## src/shared/rate_cfg_pkg.sv

```systemverilog
package rate_cfg_pkg;

    // ********************************
    // Register offsets
    // ********************************
    localparam logic [6:0] ADDR_HP_CTRL = 7'h21;
    localparam logic [6:0] ADDR_IRQ_CTRL = 7'h22;
    localparam logic [6:0] ADDR_FMT_CTRL = 7'h23;
    localparam logic [6:0] ADDR_PATH_CTRL = 7'h24;
    localparam logic [6:0] ADDR_REF = 7'h25;

    // ********************************
    // Reset values
    // ********************************
    localparam logic [7:0] RST_CTRL = 8'h00;
    localparam logic [1:0] BOOT_UPPER_DEFAULT = 2'h0;

    // ********************************
    // Field codes
    // ********************************
    localparam logic [1:0] HPM_NORMAL_RST = 2'h0;
    localparam logic [1:0] HPM_REFERENCE = 2'h1;
    localparam logic [1:0] HPM_NORMAL = 2'h2;
    localparam logic [1:0] HPM_AUTORESET = 2'h3;
    localparam logic [3:0] CUTOFF_MAX = 4'h9;
    localparam logic [1:0] ST_NORMAL = 2'h0;
    localparam logic [1:0] ST_POS = 2'h1;
    localparam logic [1:0] ST_UNDEF = 2'h2;
    localparam logic [1:0] ST_NEG = 2'h3;
    localparam int BOOT_CYCLES = 4;

    // Path choice presented to the data path
    typedef enum logic [1:0] {
        PATH_RAW = 2'b00,
        PATH_HP = 2'b01,
        PATH_LP = 2'b10,
        PATH_LP_HP = 2'b11
    } path_t;

    // Register bus request; answer comes back on rdata and rdata_valid
    typedef struct packed {
        logic wr;
        logic rd;
        logic [6:0] addr;
        logic [7:0] wdata;
    } reg_req_t;

    // Decoded controls toward the sensor data path
    typedef struct packed {
        logic [1:0] hp_mode;
        logic [3:0] hp_cutoff_code;
        logic byte_order_sel;
        logic [1:0] selftest_sel;
        logic serial_wire_mode;
        logic fifo_enable;
        path_t output_path;
        path_t irq_path;
        logic [7:0] reference;
        logic use_reference;
    } ctrl_out_t;

    // Conditions that may drive the pins
    typedef struct packed {
        logic motion_irq;
        logic boot_busy;
        logic new_data;
        logic fifo_watermark;
        logic fifo_overrun;
        logic fifo_empty;
    } pin_src_t;

endpackage

```

## src/hdl/irq_pin_drive.sv

```systemverilog
`timescale 1ns/100ps
`default_nettype none
module irq_pin_drive
    import rate_cfg_pkg::*;
(
    input wire logic clk,
    input wire logic rst,
    input wire logic assert_level,
    input wire logic active_low,
    input wire logic open_drain,
    output logic pin_out,
    output logic pin_oe_n
);

    // ********************************
    // State
    // ********************************
    typedef struct packed {
        logic out;
        logic oe_n;
    } drv_state_t;

    drv_state_t state;
    drv_state_t next_state;
    logic level;

    always_comb begin
        level = assert_level ^ active_low;
        next_state.out = level;
        // Open drain releases the pin instead of driving high
        if (open_drain) begin
            next_state.out = 1'b0;
            next_state.oe_n = level;
        end else begin
            next_state.oe_n = 1'b0;
        end
    end

    always_ff @(posedge clk) begin
        if (rst) begin
            state <= '{out: 1'b0, oe_n: 1'b0};
        end else begin
            state <= next_state;
        end
    end

    assign pin_out = state.out;
    assign pin_oe_n = state.oe_n;

endmodule
`default_nettype wire

```

## src/hdl/rate_sensor_filter_int_config.sv

```systemverilog
// Function
// - Modes 00/10 normal; 00 resets on read
// - Mode 01 reference; 11 auto-reset on interrupt
// - Cut-off code 0000 to 1001 selects corner
// - Enable gates motion interrupt onto pin one
// - Enable shows boot status on pin one
// - Polarity bit: 0 high, 1 low, pin one only; pin two always active high
// - Drive bit: 0 push-pull, 1 open-drain
// - Enable routes new data to pin two
// - Three enables route FIFO conditions to pin two
// - Byte order bit selects low/high first
// - Self-test field 00 normal, 01 plus, 11 minus
// - Serial mode bit: 0 four-wire, 1 three-wire
// - Reboot bit reloads stored calibration content
// - FIFO enable bit turns FIFO on
// - Filter enable inserts high-pass after low-pass
// - Output select 00 raw, 01 high-pass
// - Output select upper bit uses second low-pass
// - Interrupt select 00 raw, 01 high-pass
// - Interrupt select upper bit uses low-pass
`timescale 1ns/100ps
`default_nettype none
module rate_sensor_filter_int_config
    import rate_cfg_pkg::*;
#(
    parameter logic [6:0] FILTER_RESET_ADDR = 7'h25,
    parameter int BOOT_LEN = BOOT_CYCLES
)
(
    input wire logic clk,
    input wire logic rst,
    input wire reg_req_t req,
    output logic [7:0] rdata,
    output logic rdata_valid,
    input wire pin_src_t src,
    input wire logic [7:0] calib_upper,
    output ctrl_out_t ctrl,
    output logic filter_reset,
    output logic boot_busy,
    output logic irq_pin_one_out,
    output logic irq_pin_one_oe_n,
    output logic irq_pin_two_out,
    output logic irq_pin_two_oe_n
);

    // ********************************
    // Helpers
    // ********************************
    function automatic path_t path_pick(input logic [1:0] sel, input logic hp_en);
        if (sel[1]) begin
            path_pick = hp_en ? PATH_LP_HP : PATH_LP;
        end else begin
            path_pick = sel[0] ? PATH_HP : PATH_RAW;
        end
    endfunction

    // ********************************
    // State
    // ********************************
    typedef struct packed {
        logic [1:0] hp_upper;
        logic [1:0] hp_mode;
        logic [3:0] hp_cutoff_code;
        logic [7:0] irq_ctrl;
        logic byte_order_sel;
        logic [1:0] selftest_sel;
        logic serial_wire_mode;
        logic reboot;
        logic fifo_enable;
        logic hp_enable;
        logic [1:0] irq_path_sel;
        logic [1:0] output_path_sel;
        logic [7:0] reference;
        logic [3:0] boot_cnt;
        logic [7:0] rdata;
        logic rdata_valid;
        logic filter_reset;
    } cfg_state_t;

    cfg_state_t state;
    cfg_state_t next_state;
    logic pin1_level;
    logic pin2_level;

    // ********************************
    // Register access
    // ********************************
    always_comb begin
        next_state = state;
        next_state.rdata_valid = req.rd;
        next_state.filter_reset = 1'b0;
        if (req.rd && req.addr == FILTER_RESET_ADDR && state.hp_mode == HPM_NORMAL_RST) begin
            next_state.filter_reset = 1'b1;
        end
        if (state.hp_mode == HPM_AUTORESET && src.motion_irq) begin
            next_state.filter_reset = 1'b1;
        end
        if (req.rd) begin
            case (req.addr)
                ADDR_HP_CTRL: next_state.rdata = {state.hp_upper, state.hp_mode,
                    state.hp_cutoff_code};
                ADDR_IRQ_CTRL: next_state.rdata = state.irq_ctrl;
                ADDR_FMT_CTRL: next_state.rdata = {1'b0, state.byte_order_sel, 3'h0,
                    state.selftest_sel, state.serial_wire_mode};
                ADDR_PATH_CTRL: next_state.rdata = {state.reboot, state.fifo_enable,
                    1'b0, state.hp_enable, state.irq_path_sel, state.output_path_sel};
                ADDR_REF: next_state.rdata = state.reference;
                default: next_state.rdata = 8'h00;
            endcase
        end
        if (state.reboot) begin
            if (state.boot_cnt == 4'(BOOT_LEN - 1)) begin
                next_state.reboot = 1'b0;
                next_state.boot_cnt = 4'h0;
                next_state.hp_upper = calib_upper[7:6];
            end else begin
                next_state.boot_cnt = state.boot_cnt + 4'h1;
            end
        end
        if (req.wr) begin
            case (req.addr)
                ADDR_HP_CTRL: begin
                    next_state.hp_mode = req.wdata[5:4];
                    next_state.hp_cutoff_code = req.wdata[3:0];
                end
                ADDR_IRQ_CTRL: next_state.irq_ctrl = req.wdata;
                ADDR_FMT_CTRL: begin
                    next_state.byte_order_sel = req.wdata[6];
                    next_state.selftest_sel = req.wdata[2:1];
                    next_state.serial_wire_mode = req.wdata[0];
                end
                ADDR_PATH_CTRL: begin
                    // Host request wins over boot completion
                    next_state.reboot = next_state.reboot | req.wdata[7];
                    next_state.fifo_enable = req.wdata[6];
                    next_state.hp_enable = req.wdata[4];
                    next_state.irq_path_sel = req.wdata[3:2];
                    next_state.output_path_sel = req.wdata[1:0];
                end
                ADDR_REF: next_state.reference = req.wdata;
                default: next_state = next_state;
            endcase
        end
    end

    always_ff @(posedge clk) begin
        if (rst) begin
            state <= '0;
            state.hp_upper <= BOOT_UPPER_DEFAULT;
            state.reference <= RST_CTRL;
        end else begin
            state <= next_state;
        end
    end

    // ********************************
    // Outputs
    // ********************************
    always_comb begin
        ctrl.hp_mode = state.hp_mode;
        ctrl.hp_cutoff_code = state.hp_cutoff_code;
        ctrl.byte_order_sel = state.byte_order_sel;
        ctrl.selftest_sel = state.selftest_sel;
        ctrl.serial_wire_mode = state.serial_wire_mode;
        ctrl.fifo_enable = state.fifo_enable;
        ctrl.output_path = path_pick(state.output_path_sel, state.hp_enable);
        ctrl.irq_path = path_pick(state.irq_path_sel, state.hp_enable);
        ctrl.reference = state.reference;
        ctrl.use_reference = (state.hp_mode == HPM_REFERENCE);
    end

    assign pin1_level = (state.irq_ctrl[7] & src.motion_irq) | (state.irq_ctrl[6] & state.reboot);
    assign pin2_level = (state.irq_ctrl[3] & src.new_data) | (state.irq_ctrl[2] & src.fifo_watermark)
        | (state.irq_ctrl[1] & src.fifo_overrun) | (state.irq_ctrl[0] & src.fifo_empty);

    irq_pin_drive u_pin_one (
        .clk(clk),
        .rst(rst),
        .assert_level(pin1_level),
        .active_low(state.irq_ctrl[5]),
        .open_drain(state.irq_ctrl[4]),
        .pin_out(irq_pin_one_out),
        .pin_oe_n(irq_pin_one_oe_n)
    );

    irq_pin_drive u_pin_two (
        .clk(clk),
        .rst(rst),
        .assert_level(pin2_level),
        .active_low(1'b0),
        .open_drain(state.irq_ctrl[4]),
        .pin_out(irq_pin_two_out),
        .pin_oe_n(irq_pin_two_oe_n)
    );

    assign rdata = state.rdata;
    assign rdata_valid = state.rdata_valid;
    assign filter_reset = state.filter_reset;
    assign boot_busy = state.reboot;
endmodule
`default_nettype wire

```

## config.mk

```make
export PLATFORM = sky130hd
export DESIGN_NAME = rate_sensor_filter_int_config
export DESIGN_NICKNAME = d
export VERILOG_FILES = /design/src/shared/rate_cfg_pkg.sv /design/src/hdl/irq_pin_drive.sv /design/src/hdl/rate_sensor_filter_int_config.sv
export SDC_FILE = /design/constraint.sdc
export NUM_CORES = 1
export LEC_CHECK = 0
export BUFFER_PORTS_ARGS = -buffer_cell sky130_fd_sc_hd__buf_4
export CAP_MARGIN = 20
export CORE_MARGIN = 8
export CORE_UTILIZATION = 40
export DETAILED_ROUTE_END_ITERATION = 6
export PLACE_DENSITY = 0.75
export SYNTH_ARGS = -nofsm -noshare
export SYNTH_HDL_FRONTEND = slang
export SYNTH_HIERARCHICAL = 1
export SYNTH_SLANG_ARGS = --single-unit
```

## constraint.sdc

```tcl
create_clock -name clk -period 1.9 [get_ports clk]
set_input_delay 0.19 -clock clk [delete_from_list [all_inputs] [get_ports clk]]
set_output_delay 0.19 -clock clk [all_outputs]
set_load 0.01 [all_outputs]
```

==> results of run 1 <==
-- kinds of logic after synthesis --
| group | after synthesis |
|---|---|
| AOI/OAI and AO/OA | 60 |
| xor gates and xnor gates | 3 |
| adders and majority gates | 1 |
| buffers and inverters | 55 |
| DFF | 53 |
| muxes | 33 |
| other | 1 |
| and+or+nand+nor | 96 |
-- where the power goes --
group	switching [mW]	total (mW)	internal [mW]
registers	0.00351	1.12	1.12
clock network	0.350	0.640	0.290
logic	0.102	0.184	0.0822
-- layer usage --
metal	share of wire (%)	vias up	GRT usage, %	wire length, um
met2	45	65	21.4	3110
met1	47	1050	17.8	3240
met3	6.3	9	4.19	438
met5	0	-	0	0
met4	1.6	0	5.01	107
li1	-	1095	-	-
-- stage by stage --
step | setup slack, ns | hold slack (ns) | util [%] | instances
floorplan | 0.299 | 0.260 | - | 302
global placement | 0.107 | 0.425 | 46.0 | 403
detailed placement | 0.103 | 0.431 | 46.0 | 403
CTS | 0.430 | 0.115 | 47.3 | 410
global route | 0.346 | 0.137 | 47.3 | 410
finish | 0.426 | 0.119 | 47.3 | 410
-- synthesized netlist by cell type (2+ instances only) --
cell	number
o32ai_1	4
nor3b_2	2
xnor2_1	2
clkbuf_1	15
o21ai_0	24
nand4b_1	3
mux2i_1	29
a211oi_1	3
dfxtp_1	53
or2_2	4
nand3_1	16
mux2_2	4
nor4_4	2
inv_1	8
nand2b_1	30
a22oi_1	3
buf_4	29
nor2_1	5
nand2_1	10
o211a_1	4
nor4bb_1	9
nor3_1	2
nor2b_1	3
a21oi_1	19
nand4_1	2
-- cell usage in the layout, fill, tap and decap left out, types with 3 or more instances in the layout --
master and instances:
a22oi_1 3, dfxtp_1 53, buf_4 67, a21oi_1 19, nand2b_1 30, o211a_1 4
nor2_1 5, or2_2 4, inv_1 8, o21ai_0 24, mux2i_1 29, nand2_1 10
nor2b_1 3, a211oi_1 3, nor4bb_1 9, o32ai_1 4, mux2_2 4, nand3_1 16
clkbuf_8 6, nand4b_1 3
-- final timing paths --
kind	startpoint	end	slack (ns)	cells past startpoint
setup / recovery	req[12]	ctrl[20]	0.43	5
hold / removal	calib_upper[7]	state[48]	0.12	3
setup reg to reg	state[10]	state[48]	0.48	5
hold reg to reg	rdata[5]	rdata[5]	0.46	2
-- final cells by class --
class,instances,area share [%]
Inverter,8,0.940
Timing Repair Buffer,68,16.4
Multi-Input combinational cell,194,43.6
Sequential cell,53,33.2
Clock buffer,7,2.70
Tap cell,80,3.13
-- worst reg2reg max path: stages, from the launching register on --
cell and delay (ns):
dfxtp_1 0.38, ha_1 0.22, nor4bb_1 0.30, buf_4 0.17, mux2i_1 0.17, nor2_1 0.05
==> run metrics, run 1 <==
vias=between 2000 and 2500; Post-Synthesis Cells=302; CTS sink cnt=between 50 and 60; crit path buf inv count=2; Design Area, Final=3190 um^2; area growth from synthesis to final layout=14.9%; nets=364; layout cells sized above 1=27.0%; Fmax=678 MHz; initial antenna violation count=0; # Post-CTS Setup Buffers=0; core area=between 6000 and 7000 um^2; Critical Path Max Stage Delay=0.51 ns; share of the yosys chip area belonging to registers=38.2%; Worst Hold Class=in -> reg; Crit path top cell by count=buf_4; Synth Area in Simple Gates=23.6%; Root Buffer=clkbuf_8; critical-path cell list=buf_4 > or4b_1 > buf_4 > or4_4 > mux2i_1; drt drc=0; Via density=around 5.4; data arrival time of the critical path=1.67 ns; die width=99.4 um; status=completed; die area=9870 um^2; htree depth=2; final WL=about 6900 um; Area after DPL=3110 um^2; worst skew pair latency=0.30 ns; routability cong.=approximately 0.77; TNS Setup=0 ns; Crit. End Element=flop; row cnt=30; Reg clk slew, reported paths=~0.090 ns; TritonCTS buffer count=5; prevailing post-synth register cell=dfxtp_1; Iter 0 DRT Violations=151; drt pass-1 iters=4; max-slew violations=0; Seq. cell area=1060 um^2; share of the synthesized area in the top cell type=38.2%; CP delay by family, top=simple AND/OR/NAND/NOR gates; ys async rst share=0%; grt ovf=0; Initial Utilization=41.1%; Final Hold Viols=0; Slowest-stage cell, CP=or4_4; Peak VDD IR=0.000321 V; Distinct cells, synth=42; RSZ-0062 raised after global routing=no; CP required=roughly 2.1 ns; Synth area leader=dfxtp_1; Tot Pwr=1.94 mW; Mapped Avg Cell Area=9.20 um^2; I/O pins=a little over 70; GRT Util Overall=13.9%; Post-Synth XOR/XNOR Area=0.946%; Routed WL per cell=between 15 and 20 um; Worst Skew=0.00338 ns; post-synthesis adder-cell area fraction=0.450%; global-route wire length before repair=11000 um; Syn Nets=336; area of the multi-input gates=1390 um^2; max_cap viols=0; dpl hpwl=5120 um; register bit total from synthesis=53; post-layout minimum cycle time=1.47 ns; Max Buffers Root-to-Sink=2; Die Span Y=99.4 um; Routed Antenna Nets=0; Startpoint Class=primary input; static leakage=1.30 nW; diode count=0; Final Cycle Share=77.6%; PD cells=just over 600 nW/um^2; Hold-fix buffers, CTS=0; post-synthesis compound-gate area fraction=13.0%; Worst Setup Path Type=in -> reg; final setup violation count=0; largest cells by area after synthesis=dfxtp_1, mux2i_1, buf_4, nand2b_1, o21ai_0; post-CTS sizing=0; Port Buf Inserts=64; Synth Cell Area=2780 um^2; largest net degree at the start of global routing=56; CTS tree=done; Syn. warnings=6; fillers=658; mux cell area share after synthesis=about an eighth; CP max FO=18; largest family of logic cells by synthesized area=simple AND/OR/NAND/NOR gates; Post-synth EDFFs=0; vias in the first global route=2141
No activity file was read; power rests on OpenSTA's default activity.
==> run 2: changes to the inputs <==
Clock period 1.9 ns to 1.5 ns, I/O delays scaled along.
==> run metrics, run 2 (synthesis gave the netlist of run 1 again) <==
Worst R2R Setup Slack=0.12 ns (-0.36 ns); Initial Utilization=41.1% (unchanged); Max Buffers Root-to-Sink=2 (unchanged); GRT Util Overall=14.4% (+0.47 points); Worst Hold Class=in -> reg; status=completed; global-route wire length before repair=11500 um (+4.8%); r2r worst-path depth=5 (unchanged); Placed Cells=413 (+2.5%); grt ovf=0 (unchanged); Root Buffer=clkbuf_8; initial antenna violation count=0 (unchanged); layout cells sized above 1=30.5% (+3.5 points); Peak VDD IR=0.000370 V (+15%); Routed WL per cell=16.4 um (-2.6%); fillers=675 (+2.6%); nets=374 (+2.7%); data arrival time of the critical path=1.58 ns (-0.09 ns); Final Hold Viols=0 (unchanged); largest net degree at the start of global routing=47 (-16%); Worst Setup Path Type=reg -> reg; Hold-fix buffers, CTS=0 (unchanged); Reg-to-Reg Start=state[10]; row cnt=30 (unchanged); final std cells w/o fill=421 (+2.7%); Core Util, Final=48.9% (+1.6 points); Final Cycle Share=approximately nine tenths; Iter 0 DRT Violations=223 (+48%); drt pass-1 iters=4 (unchanged); CTS tree=done; Worst Skew=0.00896 ns (+0.00558 ns); routability cong.=0.780 (+1.8%); Min Hold Slack=0.0701 ns (-0.0490 ns); Startpoint Class=flop; CP required=1.70 ns (-0.39 ns); vias in the first global route=2244 (+4.8%); CP max FO=4 (-14); CTS sink cnt=53 (unchanged); Crit. End Element=flop; drt drc=0 (unchanged); Hold Crit Start=calib_upper[7]; die width=99.4 um (unchanged); final WL=6900 um (about the same); final setup violation count=0 (unchanged); max-slew violations=0 (unchanged); post-layout minimum cycle time=1.38 ns; Via density=5.38 (-0.68%); RSZ-0062 raised after global routing=no; Die Span Y=99.4 um (unchanged); Hold EP=state[48]; TritonCTS buffer count=5 (unchanged); Fmax=725 MHz; r2r endpoint=state[47]; PD cells=817 nW/um^2 (+34%); die area=9870 um^2 (unchanged); core area=6760 um^2 (unchanged); diode count=0 (unchanged); # Post-CTS Setup Buffers=0 (unchanged); Routed Antenna Nets=0 (unchanged); I/O pins=72 (unchanged); static leakage=1.36 nW (+4.9%); TNS Setup=0 ns (unchanged); worst skew pair latency=0.31 ns (about the same); dpl hpwl=5260 um (+2.7%); commonest cells after routing, fill and taps aside=buf_4, dfxtp_1, nand2b_1; Reg clk slew, reported paths=0.10 ns (about the same); Port Buf Inserts=64 (unchanged); max_cap viols=0 (unchanged); vias=2263 (+2.0%); most common cell after layout, fill and taps aside=buf_4; htree depth=2 (unchanged); area growth from synthesis to final layout=18.8%; Tot Pwr=2.70 mW (+39%); post-CTS sizing=0 (unchanged); WHS Path Cells=3 (unchanged)
## run 2: power breakdown
| group | switching (mW) | internal [mW] | leakage, nW |
|---|---|---|---|
| Combinational | 0.131 | 0.114 | 0.876 |
| Sequential | 0.00440 | 1.41 | 0.428 |
| Clock | 0.490 | 0.543 | 0.0574 |
| Total | 0.626 | 2.07 | 1.36 |
## run 2: worst max path at each step
| stage | start | endpoint | depth (start not counted) |
|---|---|---|---|
| floorplan | req[12] | ctrl[18] | 4 |
| global placement | req[12] | ctrl[20] | 4 |
| detailed placement | req[12] | ctrl[20] | 4 |
| CTS | state[10] | state[47] | 5 |
| global route | state[11] | state[47] | 5 |
| finish | state[10] | state[47] | 5 |
## run 2: stage by stage
step | worst slack, ns | instance area, um^2
3_3_place_gp | -0.127 | 3170
5_1_grt | 0.0153 | 3300
3_5_place_dp | -0.155 | 3170
4_1_cts | 0.0560 | 3290
2_1_floorplan | -0.0455 | 2780
6_report | 0.121 | 3300
## run 2: worst max-delay path: stages, from the launching register on
cell	delay, ns
dfxtp_2	0.37
ha_1	0.20
nor4bb_2	0.30
buf_4	0.17
mux2i_1	0.17
nor2_1	0.05
## run 2: layer usage
metal	global-route usage, %	share of wire [%]
met1	18.5	46
met2	22.6	47
met3	4.12	6.2
met4	4.54	1.3
met5	0	0
## run 2: final cells by class
| type | count | area, um^2 | share of cell area, % |
|---|---|---|---|
| repair buffers | 78 | 586 | 17.7 |
| multi-input cells | 194 | 1400 | 42.5 |
| clock inverters | 2 | 37.5 | 1.14 |
| clock buffers | 6 | 82.6 | 2.50 |
| inverters | 8 | 30.0 | 0.909 |
| well taps | 80 | 100 | 3.03 |
| flip-flops and latches | 53 | 1060 | 32.2 |
==> run 3: changes to the inputs <==
Settings changed: CORE_MARGIN 8 to 1.5, RECOVER_POWER set to 100.
==> run metrics, run 3 (synthesis gave the netlist of run 1 again) <==
nets=373 (-0.27%); Final Hold Viols=0 (unchanged); Slowest-stage cell, CP=dfxtp_1; Iter 0 DRT Violations=113 (-49%); Reg-to-Reg Start=state[11]; most common cell after layout, fill and taps aside=dfxtp_1; area growth from synthesis to final layout=11.3%; Crit. End Element=flop; largest net degree at the start of global routing=48 (+2.1%); met2 WL=3050 um (-4.9%); critical-path cell list=ha_1 > nor4bb_1 > buf_4 > mux2i_1 > nor2_1; htree depth=2 (unchanged); Fmax=706 MHz (-2.7%); Routed Antenna Nets=0 (unchanged); vias in the first global route=2112 (-5.9%); Logic pwr share=8.7% (-0.4 points); Worst Hold Class=in -> reg; Tot Pwr=2.67 mW (-0.91%); TritonCTS buffer count=5 (unchanged); Slew Limit Headroom=61.9%; CTS sink cnt=53 (unchanged); Hold-fix buffers, CTS=0 (unchanged); GRT Util Overall=18.2% (+3.8 points); Routed WL per cell=15.9 um (-2.7%); vias=2305 (+1.9%); CP max FO=4 (unchanged); routability cong.=0.788 (+0.92%); r2r worst-path depth=5 (unchanged); core area=6760 um^2 (unchanged); post-layout minimum cycle time=1.42 ns (+0.0377 ns); drt pass-1 iters=5 (+1); initial antenna violation count=0 (unchanged); dpl hpwl=4950 um (-5.8%); Worst Setup Path Type=reg -> reg; static leakage=1.16 nW (-15%); Startpoint Class=flop; Pint=2.06 mW (-0.58%); die area=7460 um^2 (-24%); Setup crit end=state[47]; Root Buffer=clkbuf_8; max layer used=met4; worst slew pin tran=0.569 ns; layout cells sized above 1=16.2% (-14 points); CTS tree=done; commonest cells after routing, fill and taps aside=dfxtp_1, clkbuf_1, buf_4; final WL=6690 um (-3.0%); PD cells=864 nW/um^2 (+5.7%); RSZ-0062 raised after global routing=no; crit path buf inv count=1 (unchanged); crit path launch=state[11]; Worst R2R Setup Slack=0.08 ns (-0.04 ns); Flop pwr share=53.1% (+0.5 points); Peak VDD IR=0.000399 V (+7.7%); sw power=0.613 mW (-2.0%); grt ovf=0 (unchanged); clock share of power=38.3% (about the same); drt drc=0 (unchanged); CP required=1.69 ns (about the same); worst skew pair latency=0.31 ns (about the same); global-route wire length before repair=10600 um (-7.7%); max-slew violations=0 (unchanged); Worst Skew=0.0109 ns (+0.00195 ns); die width=86.4 um (-13%); status=completed; met1 WL=3200 um (+1.1%); CP delay by family, top=simple AND/OR/NAND/NOR gates; Max Buffers Root-to-Sink=2 (unchanged); r2r endpoint=state[47]; Critical Path Max Stage Delay=0.36 ns (about the same); data arrival time of the critical path=1.61 ns (+0.03 ns); max_cap viols=0 (unchanged); Final Cycle Share=94.4% (+2.5 points); Die Span Y=86.4 um (-13%); final setup violation count=0 (unchanged); Port Buf Inserts=64 (unchanged); CP Depth=5 (unchanged); diode count=0 (unchanged); I/O pins=72 (unchanged); Via density=5.49 (+2.1%); metal3 WL=317 um (-26%); Initial Utilization=41.1% (unchanged); row cnt=30 (unchanged); Reg clk slew, reported paths=0.10 ns (about the same); Switching Share=22.9% (-0.26 points); Min Hold Slack=0.0726 ns (+0.00241 ns)
==> run 3: cell type report <==
cell class              count  area [um^2]
fillers                   701         3660
multi-input cells         194         1370
flip-flops and latches     53         1060
repair buffers             77          408
well taps                  80          100
clock buffers               6         82.6
clock inverters             2         37.5
inverters                   8         30.0
==> run 3: worst min-delay path by stage <==
stage,end,startpoint,cells after the start
global route,state[47],calib_upper[6],3
CTS,state[47],calib_upper[6],3
floorplan,u_pin_one/pin_oe_n,rst,1
detailed placement,state[47],calib_upper[6],3
global placement,state[48],calib_upper[7],3
finish,state[47],calib_upper[6],3
==> run 3: repair_timing <==
item / in CTS / in global routing
setup endpoints to repair: 0 / 2
resized for setup: 0 / 1
setup buffers: 0 / 0
==> run 3: through the flow <==
step                      area [um^2]  setup slack, ns  cells  utilization (%)  TNS, ns
after floorplan                  2780          -0.0455    302                -  -0.0910
after global placement           3170           -0.127    412             46.9   -0.254
after detailed placement         3170           -0.158    412             46.9   -0.640
after CTS                        3290           0.0508    420             48.6        0
after global routing             3090          0.00525    420             45.8        0
final                            3090           0.0833    420             45.8        0
==> run 3: per-layer routing <==
metal | GRT usage [%] | vias up
li1 | - | 1108
met1 | 24.4 | 1123
met2 | 28.6 | 65
met3 | 3.71 | 9
met4 | 7.18 | 0
met5 | 0 | -
==> run 3: worst reg2reg max path, cell delays in order, from the launching register on <==
cell and delay [ns]:
dfxtp_1 0.36, ha_1 0.22, nor4bb_1 0.32, buf_4 0.18, mux2i_1 0.17, nor2_1 0.05
==> run 3: power groups by stage <==
stage	clock (mW)	sequential [mW]	combinational, mW
final	1.02	1.42	0.232
after detailed placement	0	1.45	0.243
after global placement	0	1.45	0.237
after CTS	1.04	1.42	0.243
after global routing	1.11	1.42	0.249
after floorplan	0	1.45	0.131
